File: config.mk
export PLATFORM = sky130hd
export DESIGN_NAME = microstore_io_command_port
export DESIGN_NICKNAME = d
export VERILOG_FILES = /design/src/rtl/microstore_pkg.sv /design/src/rtl/microstore_io_command_port.sv
export SDC_FILE = /design/constraint.sdc
export NUM_CORES = 1
export LEC_CHECK = 0
export BUFFER_PORTS_ARGS = -buffer_cell sky130_fd_sc_hd__buf_2
export CORE_MARGIN = 2
export CORE_UTILIZATION = 47
export CTS_CLUSTER_SIZE = 8
export DETAILED_ROUTE_END_ITERATION = 10
export PLACE_DENSITY_LB_ADDON = 0.15
export SLEW_MARGIN = 20
export SYNTH_ARGS = -nofsm -noshare
export SYNTH_HDL_FRONTEND = slang
export SYNTH_SLANG_ARGS = --single-unit
export TNS_END_PERCENT = 30
File: constraint.sdc
create_clock -name CLK_SYS -period 3.8 [get_ports CLK_SYS]
set_clock_uncertainty 0.2 [all_clocks]
set_input_delay 0.38 -clock CLK_SYS [delete_from_list [all_inputs] [get_ports CLK_SYS]]
set_output_delay 0.38 -clock CLK_SYS [all_outputs]
set_load 0.05 [all_outputs]
File: src/rtl/microstore_pkg.sv
// Constants for the microstore command port
package microstore_pkg;
   // Register byte offsets
   localparam logic [4:0] OFS_EXT_CMD = 5'h00;
   localparam logic [4:0] OFS_OUT76 = 5'h04;
   localparam logic [4:0] OFS_DATA75 = 5'h08;
   localparam logic [4:0] OFS_STATUS = 5'h0C;
   localparam logic [4:0] OFS_XFER_CNT = 5'h10;
   localparam logic [4:0] OFS_MEM_ADDR = 5'h14;
   localparam logic [4:0] OFS_MS_ADDR = 5'h18;
   // External command codes (076 .. 676 octal)
   localparam logic [8:0] EXT_INIT = 9'h03E;
   localparam logic [8:0] EXT_RUN_FREE = 9'h07E;
   localparam logic [8:0] EXT_MICRO_STEP = 9'h0BE;
   localparam logic [8:0] EXT_IO_STEP = 9'h0FE;
   localparam logic [8:0] EXT_CTRL_MODE = 9'h13E;
   localparam logic [8:0] EXT_SETUP_MODE = 9'h17E;
   localparam logic [8:0] EXT_MEM_LOAD = 9'h1BE;
   // Output word fields
   localparam int OP_HI = 15;
   localparam int OP_LO = 13;
   localparam int PAGE_HI = 12;
   localparam int PAGE_LO = 9;
   localparam int WADDR_HI = 8;
   localparam int BRANCH_HI = 12;
   // Command opcodes
   localparam logic [2:0] CMD_BRANCH = 3'h0;
   localparam logic [2:0] CMD_DEC_EN = 3'h1;
   localparam logic [2:0] CMD_IO_EN = 3'h3;
   // Setup opcodes
   localparam logic [2:0] SU_CENTRAL = 3'h0;
   localparam logic [2:0] SU_IO_STORE = 3'h3;
   localparam logic [2:0] SU_MEM_ADDR = 3'h4;
   localparam logic [2:0] SU_XFER_CNT = 3'h5;
   localparam logic [2:0] SU_IN_CS_ADDR = 3'h4;
   localparam logic [2:0] SU_IN_PIR = 3'h5;
   localparam logic [2:0] SU_IN_IO_ADDR = 3'h7;
   // Store organisation
   localparam int MODULE_WORDS = 256;
   localparam int STORE_WORDS = 512;
   localparam int CENTRAL_BITS = 64;
   localparam logic [1:0] LAST_LANE = 2'h3;
   // Status bit positions
   localparam int ST_BUSY = 0;
   localparam int ST_CTRL = 1;
   localparam int ST_LOAD = 2;
   localparam int ST_RUN = 3;
   localparam int ST_IO_PEND = 4;
   // Fine clock control states
   typedef enum logic [2:0] {
      CLK_FREE = 3'b000,
      CLK_WAIT_FULL = 3'b001,
      CLK_WAIT_HALF = 3'b011,
      CLK_HALTED = 3'b010,
      CLK_WAIT_IO = 3'b110
   } clk_state_e;
endpackage : microstore_pkg

File: src/rtl/microstore_io_command_port.sv
// Microstore I/O command port with Avalon-MM register access
//
// Summary of operation
// - 256-word modules, up to 512 words of 64 bits.
// - Initialize deselects RAMs, aborts load, frees fine clock.
// - Run free lets fine clock run until a step.
// - Micro step: stop after half clock following next full clock.
// - I/O step: stop at next I/O address change.
// - Control mode makes device 76 words commands.
// - Setup mode makes device 76 words setup words.
// - Load copies memory into selected store.
// - Load counts words down, ends at zero.
// - Busy when clock runs, modules match, load active.
// - Optional interrupts are omitted.
// - Device 76 word: command in control mode, else setup.
// - Opcode bits 15-13, page 12-9, address 8-0.
// - Page field selects the module.
// - Command 000 branches to bits 12-0.
// - Command 001 enables decoder store of module.
// - Command 011 I/O RAM enable waits for idle.
// - Setup 000-011 select store; 000-100 load microstore address.
// - Setup 100 memory address, 101 transfer counter.
// - Input 100 central address, 101 pseudo IR, 111 I/O address.
// - Each store word moved steps microstore address; central store steps it every fourth word.
// - Central transfers start on whole word, four parts.
`timescale 1ns/1ns
module microstore_io_command_port
   import microstore_pkg::*;
#(
   parameter int ADDR_W = 9,
   parameter int MEM_AW = 16
) (
   input wire logic CLK_SYS,
   input wire logic RST,
   input wire logic [4:0] AVS_ADDRESS,
   input wire logic AVS_READ,
   input wire logic AVS_WRITE,
   input wire logic [31:0] AVS_WRITEDATA,
   input wire logic [3:0] AVS_BYTEENABLE,
   output logic [31:0] AVS_READDATA,
   output logic AVS_WAITREQUEST,
   input wire logic FULL_CLK,
   input wire logic HALF_CLK,
   input wire logic IO_ADDR_CHG,
   input wire logic IO_IDLE,
   input wire logic [3:0] PROC_MODULE,
   input wire logic [12:0] CUR_CS_ADDR,
   input wire logic [15:0] PSEUDO_IR,
   input wire logic [15:0] IO_ADDR,
   output logic FINE_CLK_EN,
   output logic BRANCH_STB,
   output logic [12:0] BRANCH_ADDR,
   output logic DEC_EN,
   output logic [3:0] DEC_MOD,
   output logic IO_RAM_EN,
   output logic [3:0] IO_RAM_MOD,
   output logic MEM_REQ,
   output logic [MEM_AW-1:0] MEM_ADDR,
   input wire logic MEM_ACK,
   input wire logic [15:0] MEM_RDATA,
   output logic CS_WE,
   output logic CS_RE,
   output logic [1:0] CS_SEL,
   output logic [ADDR_W-1:0] CS_ADDR,
   output logic [1:0] CS_LANE,
   output logic [15:0] CS_WDATA,
   input wire logic [15:0] CS_RDATA,
   output logic BUSY_SENSE
);

   // ==========================================================
   // State
   // ==========================================================
   clk_state_e clk_state_reg;
   logic wait_reg, rd_pend_reg, ctrl_mode_reg, load_reg, io_pend_reg;
   logic dec_en_reg, io_en_reg, branch_stb_reg, cs_we_reg, busy_reg;
   logic fine_run_reg;
   logic [31:0] rdata_reg;
   logic [2:0] su_op_reg, word_op;
   logic [3:0] page_reg, io_pend_mod_reg, dec_mod_reg, io_mod_reg;
   logic [15:0] cnt_reg, cs_wdata_reg, word;
   logic [MEM_AW-1:0] mar_reg;
   logic [ADDR_W-1:0] ms_addr_reg;
   logic [1:0] lane_reg;
   logic [12:0] branch_addr_reg;

   logic be_ok, hit75, stall, wr_go, rd_go, store_op, store_rd;
   logic wr_ext, wr_76, wr_75, load_ack, advance, clk_run, busy_next;
   logic [8:0] ext_code;

   // ==========================================================
   // Bus decode
   // ==========================================================
   assign be_ok = AVS_BYTEENABLE[0] & AVS_BYTEENABLE[1];
   assign hit75 = AVS_ADDRESS == OFS_DATA75;
   // Device 75 access waits while a memory load owns the store port
   assign stall = hit75 & load_reg;
   assign wr_go = AVS_WRITE & wait_reg & ~rd_pend_reg & ~stall;
   assign rd_go = AVS_READ & wait_reg & ~rd_pend_reg & ~stall;
   assign store_op = ~su_op_reg[2];
   assign store_rd = rd_go & hit75 & store_op;
   assign wr_ext = wr_go & be_ok & (AVS_ADDRESS == OFS_EXT_CMD);
   assign wr_76 = wr_go & be_ok & (AVS_ADDRESS == OFS_OUT76);
   assign wr_75 = wr_go & be_ok & hit75;
   assign ext_code = AVS_WRITEDATA[8:0];
   assign word = AVS_WRITEDATA[15:0];
   assign word_op = word[OP_HI:OP_LO];
   assign load_ack = load_reg & MEM_ACK;
   assign advance = load_ack | store_rd | (wr_75 & store_op);
   assign clk_run = fine_run_reg;
   assign busy_next = clk_run & (page_reg == PROC_MODULE) & load_reg;

   // Wait request: low for exactly one cycle per answer
   always_ff @(posedge CLK_SYS or posedge RST) begin
      if (RST) begin
         wait_reg <= 1'b1;
      end else if (!wait_reg) begin
         wait_reg <= 1'b1;
      end else if (wr_go || rd_pend_reg || (rd_go && !store_rd)) begin
         wait_reg <= 1'b0;
      end
   end

   // Store read takes one extra cycle for the store to answer
   always_ff @(posedge CLK_SYS or posedge RST) begin
      if (RST) begin
         rd_pend_reg <= 1'b0;
      end else begin
         rd_pend_reg <= store_rd;
      end
   end

   // Read data mux
   always_ff @(posedge CLK_SYS or posedge RST) begin
      if (RST) begin
         rdata_reg <= 32'h00000000;
      end else if (rd_pend_reg) begin
         rdata_reg <= {16'h0000, CS_RDATA};
      end else if (rd_go) begin
         rdata_reg <= 32'h00000000;
         case (AVS_ADDRESS)
            OFS_STATUS: begin
               rdata_reg[ST_BUSY] <= busy_reg;
               rdata_reg[ST_CTRL] <= ctrl_mode_reg;
               rdata_reg[ST_LOAD] <= load_reg;
               rdata_reg[ST_RUN] <= clk_run;
               rdata_reg[ST_IO_PEND] <= io_pend_reg;
               rdata_reg[OP_HI:OP_LO] <= su_op_reg;
               rdata_reg[PAGE_HI:PAGE_LO] <= page_reg;
            end
            OFS_XFER_CNT: begin
               rdata_reg[15:0] <= cnt_reg;
            end
            OFS_MEM_ADDR: begin
               rdata_reg[MEM_AW-1:0] <= mar_reg;
            end
            OFS_MS_ADDR: begin
               rdata_reg[ADDR_W-1:0] <= ms_addr_reg;
            end
            OFS_DATA75: begin
               case (su_op_reg)
                  SU_IN_CS_ADDR: rdata_reg[12:0] <= CUR_CS_ADDR;
                  SU_IN_PIR: rdata_reg[15:0] <= PSEUDO_IR;
                  SU_IN_IO_ADDR: rdata_reg[15:0] <= IO_ADDR;
                  default: rdata_reg[15:0] <= 16'h0000;
               endcase
            end
            default: rdata_reg <= 32'h00000000; // Unmapped reads zero
         endcase
      end
   end

   // ==========================================================
   // Fine clock control
   // ==========================================================
   always_ff @(posedge CLK_SYS or posedge RST) begin
      if (RST) begin
         clk_state_reg <= CLK_FREE;
         fine_run_reg <= 1'b1;
      end else if (wr_ext && (ext_code == EXT_INIT
                   || ext_code == EXT_RUN_FREE)) begin
         clk_state_reg <= CLK_FREE;
         fine_run_reg <= 1'b1;
      end else if (wr_ext && ext_code == EXT_MICRO_STEP) begin
         clk_state_reg <= CLK_WAIT_FULL;
         fine_run_reg <= 1'b1;
      end else if (wr_ext && ext_code == EXT_IO_STEP) begin
         clk_state_reg <= CLK_WAIT_IO;
         fine_run_reg <= 1'b1;
      end else begin
         case (clk_state_reg)
            CLK_FREE: clk_state_reg <= CLK_FREE;
            CLK_WAIT_FULL: begin
               if (FULL_CLK) begin
                  clk_state_reg <= CLK_WAIT_HALF;
               end
            end
            CLK_WAIT_HALF: begin
               if (HALF_CLK) begin
                  clk_state_reg <= CLK_HALTED;
                  fine_run_reg <= 1'b0;
               end
            end
            CLK_WAIT_IO: begin
               if (IO_ADDR_CHG) begin
                  clk_state_reg <= CLK_HALTED;
                  fine_run_reg <= 1'b0;
               end
            end
            CLK_HALTED: clk_state_reg <= CLK_HALTED;
            default: clk_state_reg <= CLK_FREE;
         endcase
      end
   end

   // ==========================================================
   // Mode and setup
   // ==========================================================
   always_ff @(posedge CLK_SYS or posedge RST) begin
      if (RST) begin
         ctrl_mode_reg <= 1'b0;
      end else if (wr_ext && ext_code == EXT_CTRL_MODE) begin
         ctrl_mode_reg <= 1'b1;
      end else if (wr_ext && (ext_code == EXT_SETUP_MODE
                   || ext_code == EXT_INIT)) begin
         ctrl_mode_reg <= 1'b0;
      end
   end

   // setup word capture; page is module select
   always_ff @(posedge CLK_SYS or posedge RST) begin
      if (RST) begin
         su_op_reg <= SU_CENTRAL;
         page_reg <= 4'h0;
      end else if (wr_76 && !ctrl_mode_reg) begin
         su_op_reg <= word_op;
         page_reg <= word[PAGE_HI:PAGE_LO];
      end
   end

   // Microstore address and central word lane
   // address loaded by store and memory setups
   always_ff @(posedge CLK_SYS or posedge RST) begin
      if (RST) begin
         ms_addr_reg <= '0;
         lane_reg <= 2'h0;
      end else if (wr_76 && !ctrl_mode_reg && word_op <= SU_MEM_ADDR) begin
         ms_addr_reg <= word[WADDR_HI:0];
         lane_reg <= 2'h0;
      end else if (advance) begin
         if (su_op_reg == SU_CENTRAL && lane_reg != LAST_LANE) begin
            lane_reg <= lane_reg + 2'h1;
         end else begin
            lane_reg <= 2'h0;
            ms_addr_reg <= ms_addr_reg + 1'b1;
         end
      end
   end

   // ==========================================================
   // Commands on device 76
   // ==========================================================
   always_ff @(posedge CLK_SYS or posedge RST) begin
      if (RST) begin
         branch_stb_reg <= 1'b0;
         branch_addr_reg <= 13'h0000;
      end else begin
         branch_stb_reg <= wr_76 && ctrl_mode_reg && word_op == CMD_BRANCH;
         if (wr_76 && ctrl_mode_reg && word_op == CMD_BRANCH) begin
            branch_addr_reg <= word[BRANCH_HI:0];
         end
      end
   end

   // Decoder store selection
   always_ff @(posedge CLK_SYS or posedge RST) begin
      if (RST) begin
         dec_en_reg <= 1'b0;
         dec_mod_reg <= 4'h0;
      end else if (wr_ext && ext_code == EXT_INIT) begin
         dec_en_reg <= 1'b0;
      end else if (wr_76 && ctrl_mode_reg && word_op == CMD_DEC_EN) begin
         dec_en_reg <= 1'b1;
         dec_mod_reg <= word[PAGE_HI:PAGE_LO];
      end
   end

   // I/O RAM selection, held until the sequencer is idle
   always_ff @(posedge CLK_SYS or posedge RST) begin
      if (RST) begin
         io_pend_reg <= 1'b0;
         io_pend_mod_reg <= 4'h0;
         io_en_reg <= 1'b0;
         io_mod_reg <= 4'h0;
      end else if (wr_ext && ext_code == EXT_INIT) begin
         io_pend_reg <= 1'b0;
         io_en_reg <= 1'b0;
      end else if (wr_76 && ctrl_mode_reg && word_op == CMD_IO_EN) begin
         io_pend_reg <= 1'b1;
         io_pend_mod_reg <= word[PAGE_HI:PAGE_LO];
      end else if (io_pend_reg && IO_IDLE) begin
         io_pend_reg <= 1'b0;
         io_en_reg <= 1'b1;
         io_mod_reg <= io_pend_mod_reg;
      end
   end

   // ==========================================================
   // Memory load
   // ==========================================================
   always_ff @(posedge CLK_SYS or posedge RST) begin
      if (RST) begin
         load_reg <= 1'b0;
      end else if (wr_ext && ext_code == EXT_INIT) begin
         load_reg <= 1'b0;
      end else if (wr_ext && ext_code == EXT_MEM_LOAD) begin
         load_reg <= cnt_reg != 16'h0000;
      end else if (load_ack && cnt_reg == 16'h0001) begin
         load_reg <= 1'b0;
      end
   end

   always_ff @(posedge CLK_SYS or posedge RST) begin
      if (RST) begin
         cnt_reg <= 16'h0000;
      end else if (load_ack) begin
         cnt_reg <= cnt_reg - 16'h0001;
      end else if (wr_75 && su_op_reg == SU_XFER_CNT) begin
         cnt_reg <= word;
      end
   end

   always_ff @(posedge CLK_SYS or posedge RST) begin
      if (RST) begin
         mar_reg <= '0;
      end else if (load_ack) begin
         mar_reg <= mar_reg + 1'b1;
      end else if (wr_75 && su_op_reg == SU_MEM_ADDR) begin
         mar_reg <= word[MEM_AW-1:0];
      end
   end

   // ==========================================================
   // Store port
   // ==========================================================
   always_ff @(posedge CLK_SYS or posedge RST) begin
      if (RST) begin
         cs_we_reg <= 1'b0;
         cs_wdata_reg <= 16'h0000;
      end else begin
         // store writes from load or device 75
         cs_we_reg <= load_ack | (wr_75 & store_op);
         if (load_ack) begin
            cs_wdata_reg <= MEM_RDATA;
         end else if (wr_75) begin
            cs_wdata_reg <= word;
         end
      end
   end

   // Busy sense
   always_ff @(posedge CLK_SYS or posedge RST) begin
      if (RST) begin
         busy_reg <= 1'b0;
      end else begin
         busy_reg <= busy_next;
      end
   end

   // Store address output lags the counter by one access
   logic [ADDR_W-1:0] cs_addr_reg;
   logic [1:0] cs_lane_reg;
   always_ff @(posedge CLK_SYS or posedge RST) begin
      if (RST) begin
         cs_addr_reg <= '0;
         cs_lane_reg <= 2'h0;
      end else if (advance || !(cs_we_reg || rd_pend_reg)) begin
         cs_addr_reg <= ms_addr_reg;
         cs_lane_reg <= lane_reg;
      end
   end

   // Outputs
   assign AVS_READDATA = rdata_reg;
   assign AVS_WAITREQUEST = wait_reg;
   assign FINE_CLK_EN = clk_run;
   assign BRANCH_STB = branch_stb_reg;
   assign BRANCH_ADDR = branch_addr_reg;
   assign DEC_EN = dec_en_reg;
   assign DEC_MOD = dec_mod_reg;
   assign IO_RAM_EN = io_en_reg;
   assign IO_RAM_MOD = io_mod_reg;
   assign MEM_REQ = load_reg;
   assign MEM_ADDR = mar_reg;
   assign CS_WE = cs_we_reg;
   assign CS_RE = rd_pend_reg;
   assign CS_SEL = su_op_reg[1:0];
   assign CS_ADDR = cs_addr_reg;
   assign CS_LANE = cs_lane_reg;
   assign CS_WDATA = cs_wdata_reg;
   // no interrupt lines, busy is the only status
   assign BUSY_SENSE = busy_reg;

endmodule : microstore_io_command_port

## Word level (Yosys, flattened, before mapping)

Index checks and enable logic that the tools add are counted.

| cells by class | value |
|---|---|
| $add $sub $neg | 4 |
| order comparisons | 1 |
| equality and inequality tests | 30 |
| muxes and demuxes | 47 |
| bitwise gates (word level) | 26 |
| reduce and logical (&&, ||, !) cells | 50 |

Operators with widths:

| operator | count |
|---|---|
| 16-bit 2-to-1 mux | 6 |
| 32-bit 2-to-1 mux | 2 |
| 13-bit one-hot mux with 3 select lines | 1 |
| 7-bit one-hot mux with 4 select lines | 1 |
| 9-bit equality test (second input constant) | 3 |
| 9-bit 2-to-1 mux | 3 |
| 5-bit one-hot mux with 5 select lines | 1 |
| 1-bit 2-to-1 mux | 20 |
| 1-bit logical AND | 19 |
| 1-bit bitwise AND | 18 |
| 9-bit by 8-bit equality test with 1-bit output (second input constant) | 2 |
| 3-bit 2-to-1 mux | 6 |
| 16-bit by 1-bit adder with 16-bit output (second input constant) | 1 |
| 16-bit by 1-bit equality test with 1-bit output (second input constant) | 1 |
| 4-bit one-hot mux with 4 select lines | 1 |
| 16-bit nonzero test | 1 |
| 2-bit nonzero test | 8 |
| 16-bit by 1-bit subtractor with 16-bit output (second input constant) | 1 |
| 5-bit equality test (second input constant) | 3 |
| 5-bit != test (second input constant) | 3 |
| 3-bit equality test (second input constant) | 4 |
| 3-bit one-hot mux with 4 select lines | 1 |
| 5-bit by 4-bit equality test with 1-bit output (second input constant) | 2 |
| 9-bit by 1-bit adder with 9-bit output (second input constant) | 1 |
| other kinds (22) | 49 |

| storage, ports and cells | value |
|---|---|
| bits in registers | 148 |
| input bits | 131 |
| logic and storage cells | 184 |

## Longest topological paths before layout

| depth | value |
|---|---|
| depth after elaboration | 11 |
| gate-level depth with buffers | 9 |

## Worst setup path after synthesis

OpenSTA, ideal clock, no wires.

| timing path | value |
|---|---|
| path type | register -> register |
| from | register cnt_reg[0] |
| to | register cnt_reg[12] |
| arrival | 2,065 ps |
| slack | 1,436 ps |
| stages on the path, launching flop included | 10 |
| period minus slack after synthesis | 2,364 ps |
| cells stage by stage | dfrtp_1 > clkbuf_1 > inv_1 > ha_1 > or3b_4 > or3_1 > buf_2 > o41ai_2 > a21oi_1 > a311oi_1 |

| between the ends | value |
|---|---|
| longest elaborated chain between the ends | 2 |

Ends and longest elaborated chain:

| element | RTL line | RTL |
|---|---|---|
| start: declaration | microstore_io_command_port.sv:81 | `logic [15:0] cnt_reg, cs_wdata_reg, word;` |
| start signal: assignment | microstore_io_command_port.sv:327 | `cnt_reg <= cnt_reg - 16'h0001;` |
| start signal: assignment | microstore_io_command_port.sv:329 | `cnt_reg <= word;` |
| 16-bit by 1-bit subtractor with 16-bit output | microstore_io_command_port.sv:327 |  |
| 16-bit 2-to-1 mux | microstore_io_command_port.sv:326 | `end else if (load_ack) begin` |

Every way passes these cells.
A chain may end at the register's enable or synchronous reset.

## Worst setup path in the final report

| timing path | value |
|---|---|
| from | register load_reg (netlist: MEM_REQ) |
| to | register ms_addr_reg[1] |

| between the ends | value |
|---|---|
| longest elaborated chain between the ends | 9 |
| elaborated cells between the ends (all ways) | 19 |
| those cells by class | eq/ne: 1; mux: 1; bitwise: 13; reduce/logical: 4 |

Ends and longest elaborated chain:

| element | RTL line | RTL |
|---|---|---|
| start: declaration | microstore_io_command_port.sv:75 | `logic wait_reg, rd_pend_reg, ctrl_mode_reg, load_reg, io_pend_reg;` |
| start signal: assignment | microstore_io_command_port.sv:313 | `load_reg <= 1'b0;` |
| start signal: assignment | microstore_io_command_port.sv:315 | `load_reg <= 1'b0;` |
| start signal: assignment | microstore_io_command_port.sv:317 | `load_reg <= cnt_reg != 16'h0000;` |
| 1-bit bitwise AND | microstore_io_command_port.sv:97 | `assign stall = hit75 & load_reg;` |
| 1-bit inverter | microstore_io_command_port.sv:98, microstore_io_command_port.sv:99 |  |
| 1-bit bitwise AND, on equally long branches | microstore_io_command_port.sv:99, microstore_io_command_port.sv:98 |  |
| 1-bit bitwise AND, on equally long branches (2 in series) | microstore_io_command_port.sv:101, microstore_io_command_port.sv:103, microstore_io_command_port.sv:104 |  |
| 1-bit OR (tied with other cells) | microstore_io_command_port.sv:109 | `assign advance = load_ack \| store_rd \| (wr_75 & store_op);` |
| 1-bit OR / 1-bit logical AND (equally long branches) | microstore_io_command_port.sv:109, microstore_io_command_port.sv:247 |  |
| 2-bit nonzero test (no source line) / 2-bit != test (equally long branches) | - |  |
| 2-bit AND reduction (no source line) | - |  |
| end signal: assignment | microstore_io_command_port.sv:248 | `ms_addr_reg <= word[WADDR_HI:0];` |
| end signal: assignment | microstore_io_command_port.sv:255 | `ms_addr_reg <= ms_addr_reg + 1'b1;` |
| end: declaration | microstore_io_command_port.sv:83 | `logic [ADDR_W-1:0] ms_addr_reg;` |

Parallel ways exist; a longest one is shown, timed or not.

==> results.tsv <==
metric	value	unit
setup_violations	0	
cp.depth	5	
clockBufferDepth	2	
seqPwrFrac	40.1	%
cts_tree	done	
port_buffers	203	
synthToLayoutAreaGrowth	25.5	%
r2r-end	ms_addr_reg[1]$_DFFE_PP0P_	
htree_num_levels	4	
synth-edff-count	0	
final_util	60.2	%
crit_required	3.90	ns
drc	0	
syn_area_per_cell	9.80	sq um
clkSinkCount	132	
final.setup.tns	0	ns
cellPowerDensity	391	mW/mm^2
fin_crit	2.61	ns
dieArea	0.0173	sq mm
finalHoldViolations	0	
routabilityCongestion	0.889	
hold_path.class	in -> reg	
grt_setup_unrepaired	false	
drive_gt1_share	33.3	%
syn_inst	778	
worstHoldEndpoint	AVS_READDATA[12]$_DFFE_PP0P_	
routedWlPerCell	18.9	um
die_x	131	um
postRouteAntennaNets	0	
ctsResizeCount	0	
async_flop_share	100	%
ir_drop	303	uV
rows	46	
cell_internal_pwr	2710	uW
p_switching	1030	uW
clock_power_share	46.0	%
post-cts-setup-buffers	0	
drv_slew	0	
antenna_found_initial	0	
coreArea	0.0159	sq mm
power_frac_comb	13.9	%
slew-limit-headroom	40.7	%
total_power	3740	uW
post-route-period-util	68.6	%
start_kind	register	
via_per_inst	5.69	
crit_top_cell	a21oi_1	
reg2reg_from	MEM_REQ$_DFFE_PP0P_	
drt_iter0_markers	664	
final_nets	1117	
max_cap_viol_count	0	
grt_pass1_wl	36200	um
cp-end-kind	register	
crit_arrival	2.70	ns
crit_family	compound AO/OA/AOI/OAI gates	
hold-worst-slack	0.00775	ns
ys_seq_elements	132	
grt.total_usage	26.8	%
slowest_stage	dfrtp_1	
grt_pass1_vias	6665	
grt_start_max_net_pins	87	
cts_buffers	17	
crit_type	reg -> reg	
yosys_warnings	0	
insertedDiodeCount	0	
dr.pass1.iters	5	
die_y	131	um
status	finished, final reports clean	
worst-r2r-cell-count	5	
cts_root_buffer	clkbuf_16	
grt_overflow_total	0	
clk_latency	0.43	ns
cpPeakStageDelay	0.58	ns
hold_path_startpoint	CS_RDATA[12]	
max_freq	384	MHz
clk_pin_slew_worst_paths	0.06	ns
hold_buffers	23	
cp_max_fo	12	
hold_depth	3	
dp_hpwl	16500	um
ys_types	70	
seq_area_frac_synth	43.4	%
drt_wl_total	22900	um
path_cells	nor4b_2 -> o2111ai_2 -> a21oi_1 -> mux2i_1 -> a21oi_1	
dpl_cell_area	0.00871	sq mm
vias	6888	
io_pins	238	
syn-cell-area	0.00762	sq mm
synth_ff_type	dfrtp_1	
cp_num_buf_inv	0	
switching_share	27.6	%
start_util	48.0	%
fin_area	0.00957	sq mm
max_slew.worst_pin.slew	0.888	ns
leakage	0.00462	uW
regToRegSetupSlack	1.19	ns
-- layer usage --
layer | global-route usage (%) | vias to the layer above | wire length, um
met5 | 0 | - | 0
li1 | - | 3242 | -
met1 | 36.8 | 3307 | 10000
met3 | 6.33 | 30 | 1850
met4 | 8.39 | 0 | 428
met2 | 42.3 | 309 | 10600
-- layout make-up --
class	instances	area [sq um]
fill	1416	6310
multi-input combinational	571	3930
sequential	132	3310
timing repair buffer	242	1380
clock buffer	20	467
tap	216	270
clock inverter	12	153
inverter	17	67.6
-- Yosys cell counts (12+ instances only) --
library cell | instances | area (sq um)
buf_4 | 19 | 143
o21ai_0 | 59 | 295
a22oi_1 | 15 | 113
mux2i_1 | 33 | 330
nand2_1 | 69 | 259
dfrtp_1 | 130 | 3250
buf_2 | 23 | 115
a21oi_1 | 47 | 235
inv_1 | 17 | 63.8
clkbuf_1 | 26 | 97.6
mux2_2 | 59 | 664
nor2_1 | 39 | 146
a22o_1 | 17 | 149
nor3_1 | 18 | 90.1
nand4_1 | 12 | 75.1
nand3_1 | 35 | 175
-- tightest hold or removal path: cells and delay by family --
family	cells	cell delay, ns
AOI/OAI and AO/OA	1	0.07
buffers and inverters	2	0.14
-- placed cells by master, fill, tap and decap left out, types with 7 or more instances in the layout --
master           n
inv_1           16
dlygate4sd3_1   23
nand4_1         12
a22oi_1         15
nor2b_1          9
a31oi_1          7
mux2_2          59
nor2_1          39
nor4_1           7
buf_2          203
dfrtp_1        130
xnor2_1         10
conb_1          16
a21oi_1         47
o21ai_0         59
nand2_1         69
clkbuf_16       17
and3_1           7
a22o_1          17
buf_4           15
nand3_1         35
mux2i_1         33
nor3_1          18
-- cell families (layout without fill, tap and decap cells) --
| logic type | Yosys count | count (layout) | share of synthesized area [%] |
|---|---|---|---|
| other | 1 | 16 | 0.0492 |
| buffers and inverters | 90 | 291 | 5.96 |
| AO/OA/AOI/OAI | 210 | 210 | 18.6 |
| adder cells (fa/ha/maj) | 5 | 5 | 0.820 |
| flip-flops | 132 | 132 | 43.4 |
| AND/OR/NAND/NOR | 235 | 235 | 16.7 |
| multiplexers | 92 | 92 | 13.0 |
| XOR/XNOR | 13 | 13 | 1.49 |
-- power groups by stage --
stage	logic [uW]	clock network, uW	registers (uW)
finish	519	1720	1500
global route	555	1820	1510
detailed placement	499	0	1530
floorplan	243	0	1620
CTS	518	1750	1500
global placement	496	0	1520
-- worst max-delay path by stage --
stage / start / to / slack [ns]
2_1_floorplan: cnt_reg[0]$_DFFE_PP0P_ / cnt_reg[12]$_DFFE_PP0P_ / 1.44
3_3_place_gp: AVS_BYTEENABLE[0] / CS_ADDR[2]$_DFFE_PP0P_ / 0.89
3_5_place_dp: AVS_BYTEENABLE[0] / CS_ADDR[0]$_DFFE_PP0P_ / 0.87
4_1_cts: MEM_REQ$_DFFE_PP0P_ / ms_addr_reg[1]$_DFFE_PP0P_ / 1.04
5_1_grt: MEM_REQ$_DFFE_PP0P_ / CS_ADDR[1]$_DFFE_PP0P_ / 1.07
6_report: MEM_REQ$_DFFE_PP0P_ / ms_addr_reg[1]$_DFFE_PP0P_ / 1.19
-- stage by stage --
stage	setup slack, ns	std cells
global placement	0.894	1155
CTS	1.04	1210
finish	1.19	1210
detailed placement	0.869	1155
floorplan	1.44	793
global route	1.07	1210
Note: power is estimated with default switching activity, not from simulation.
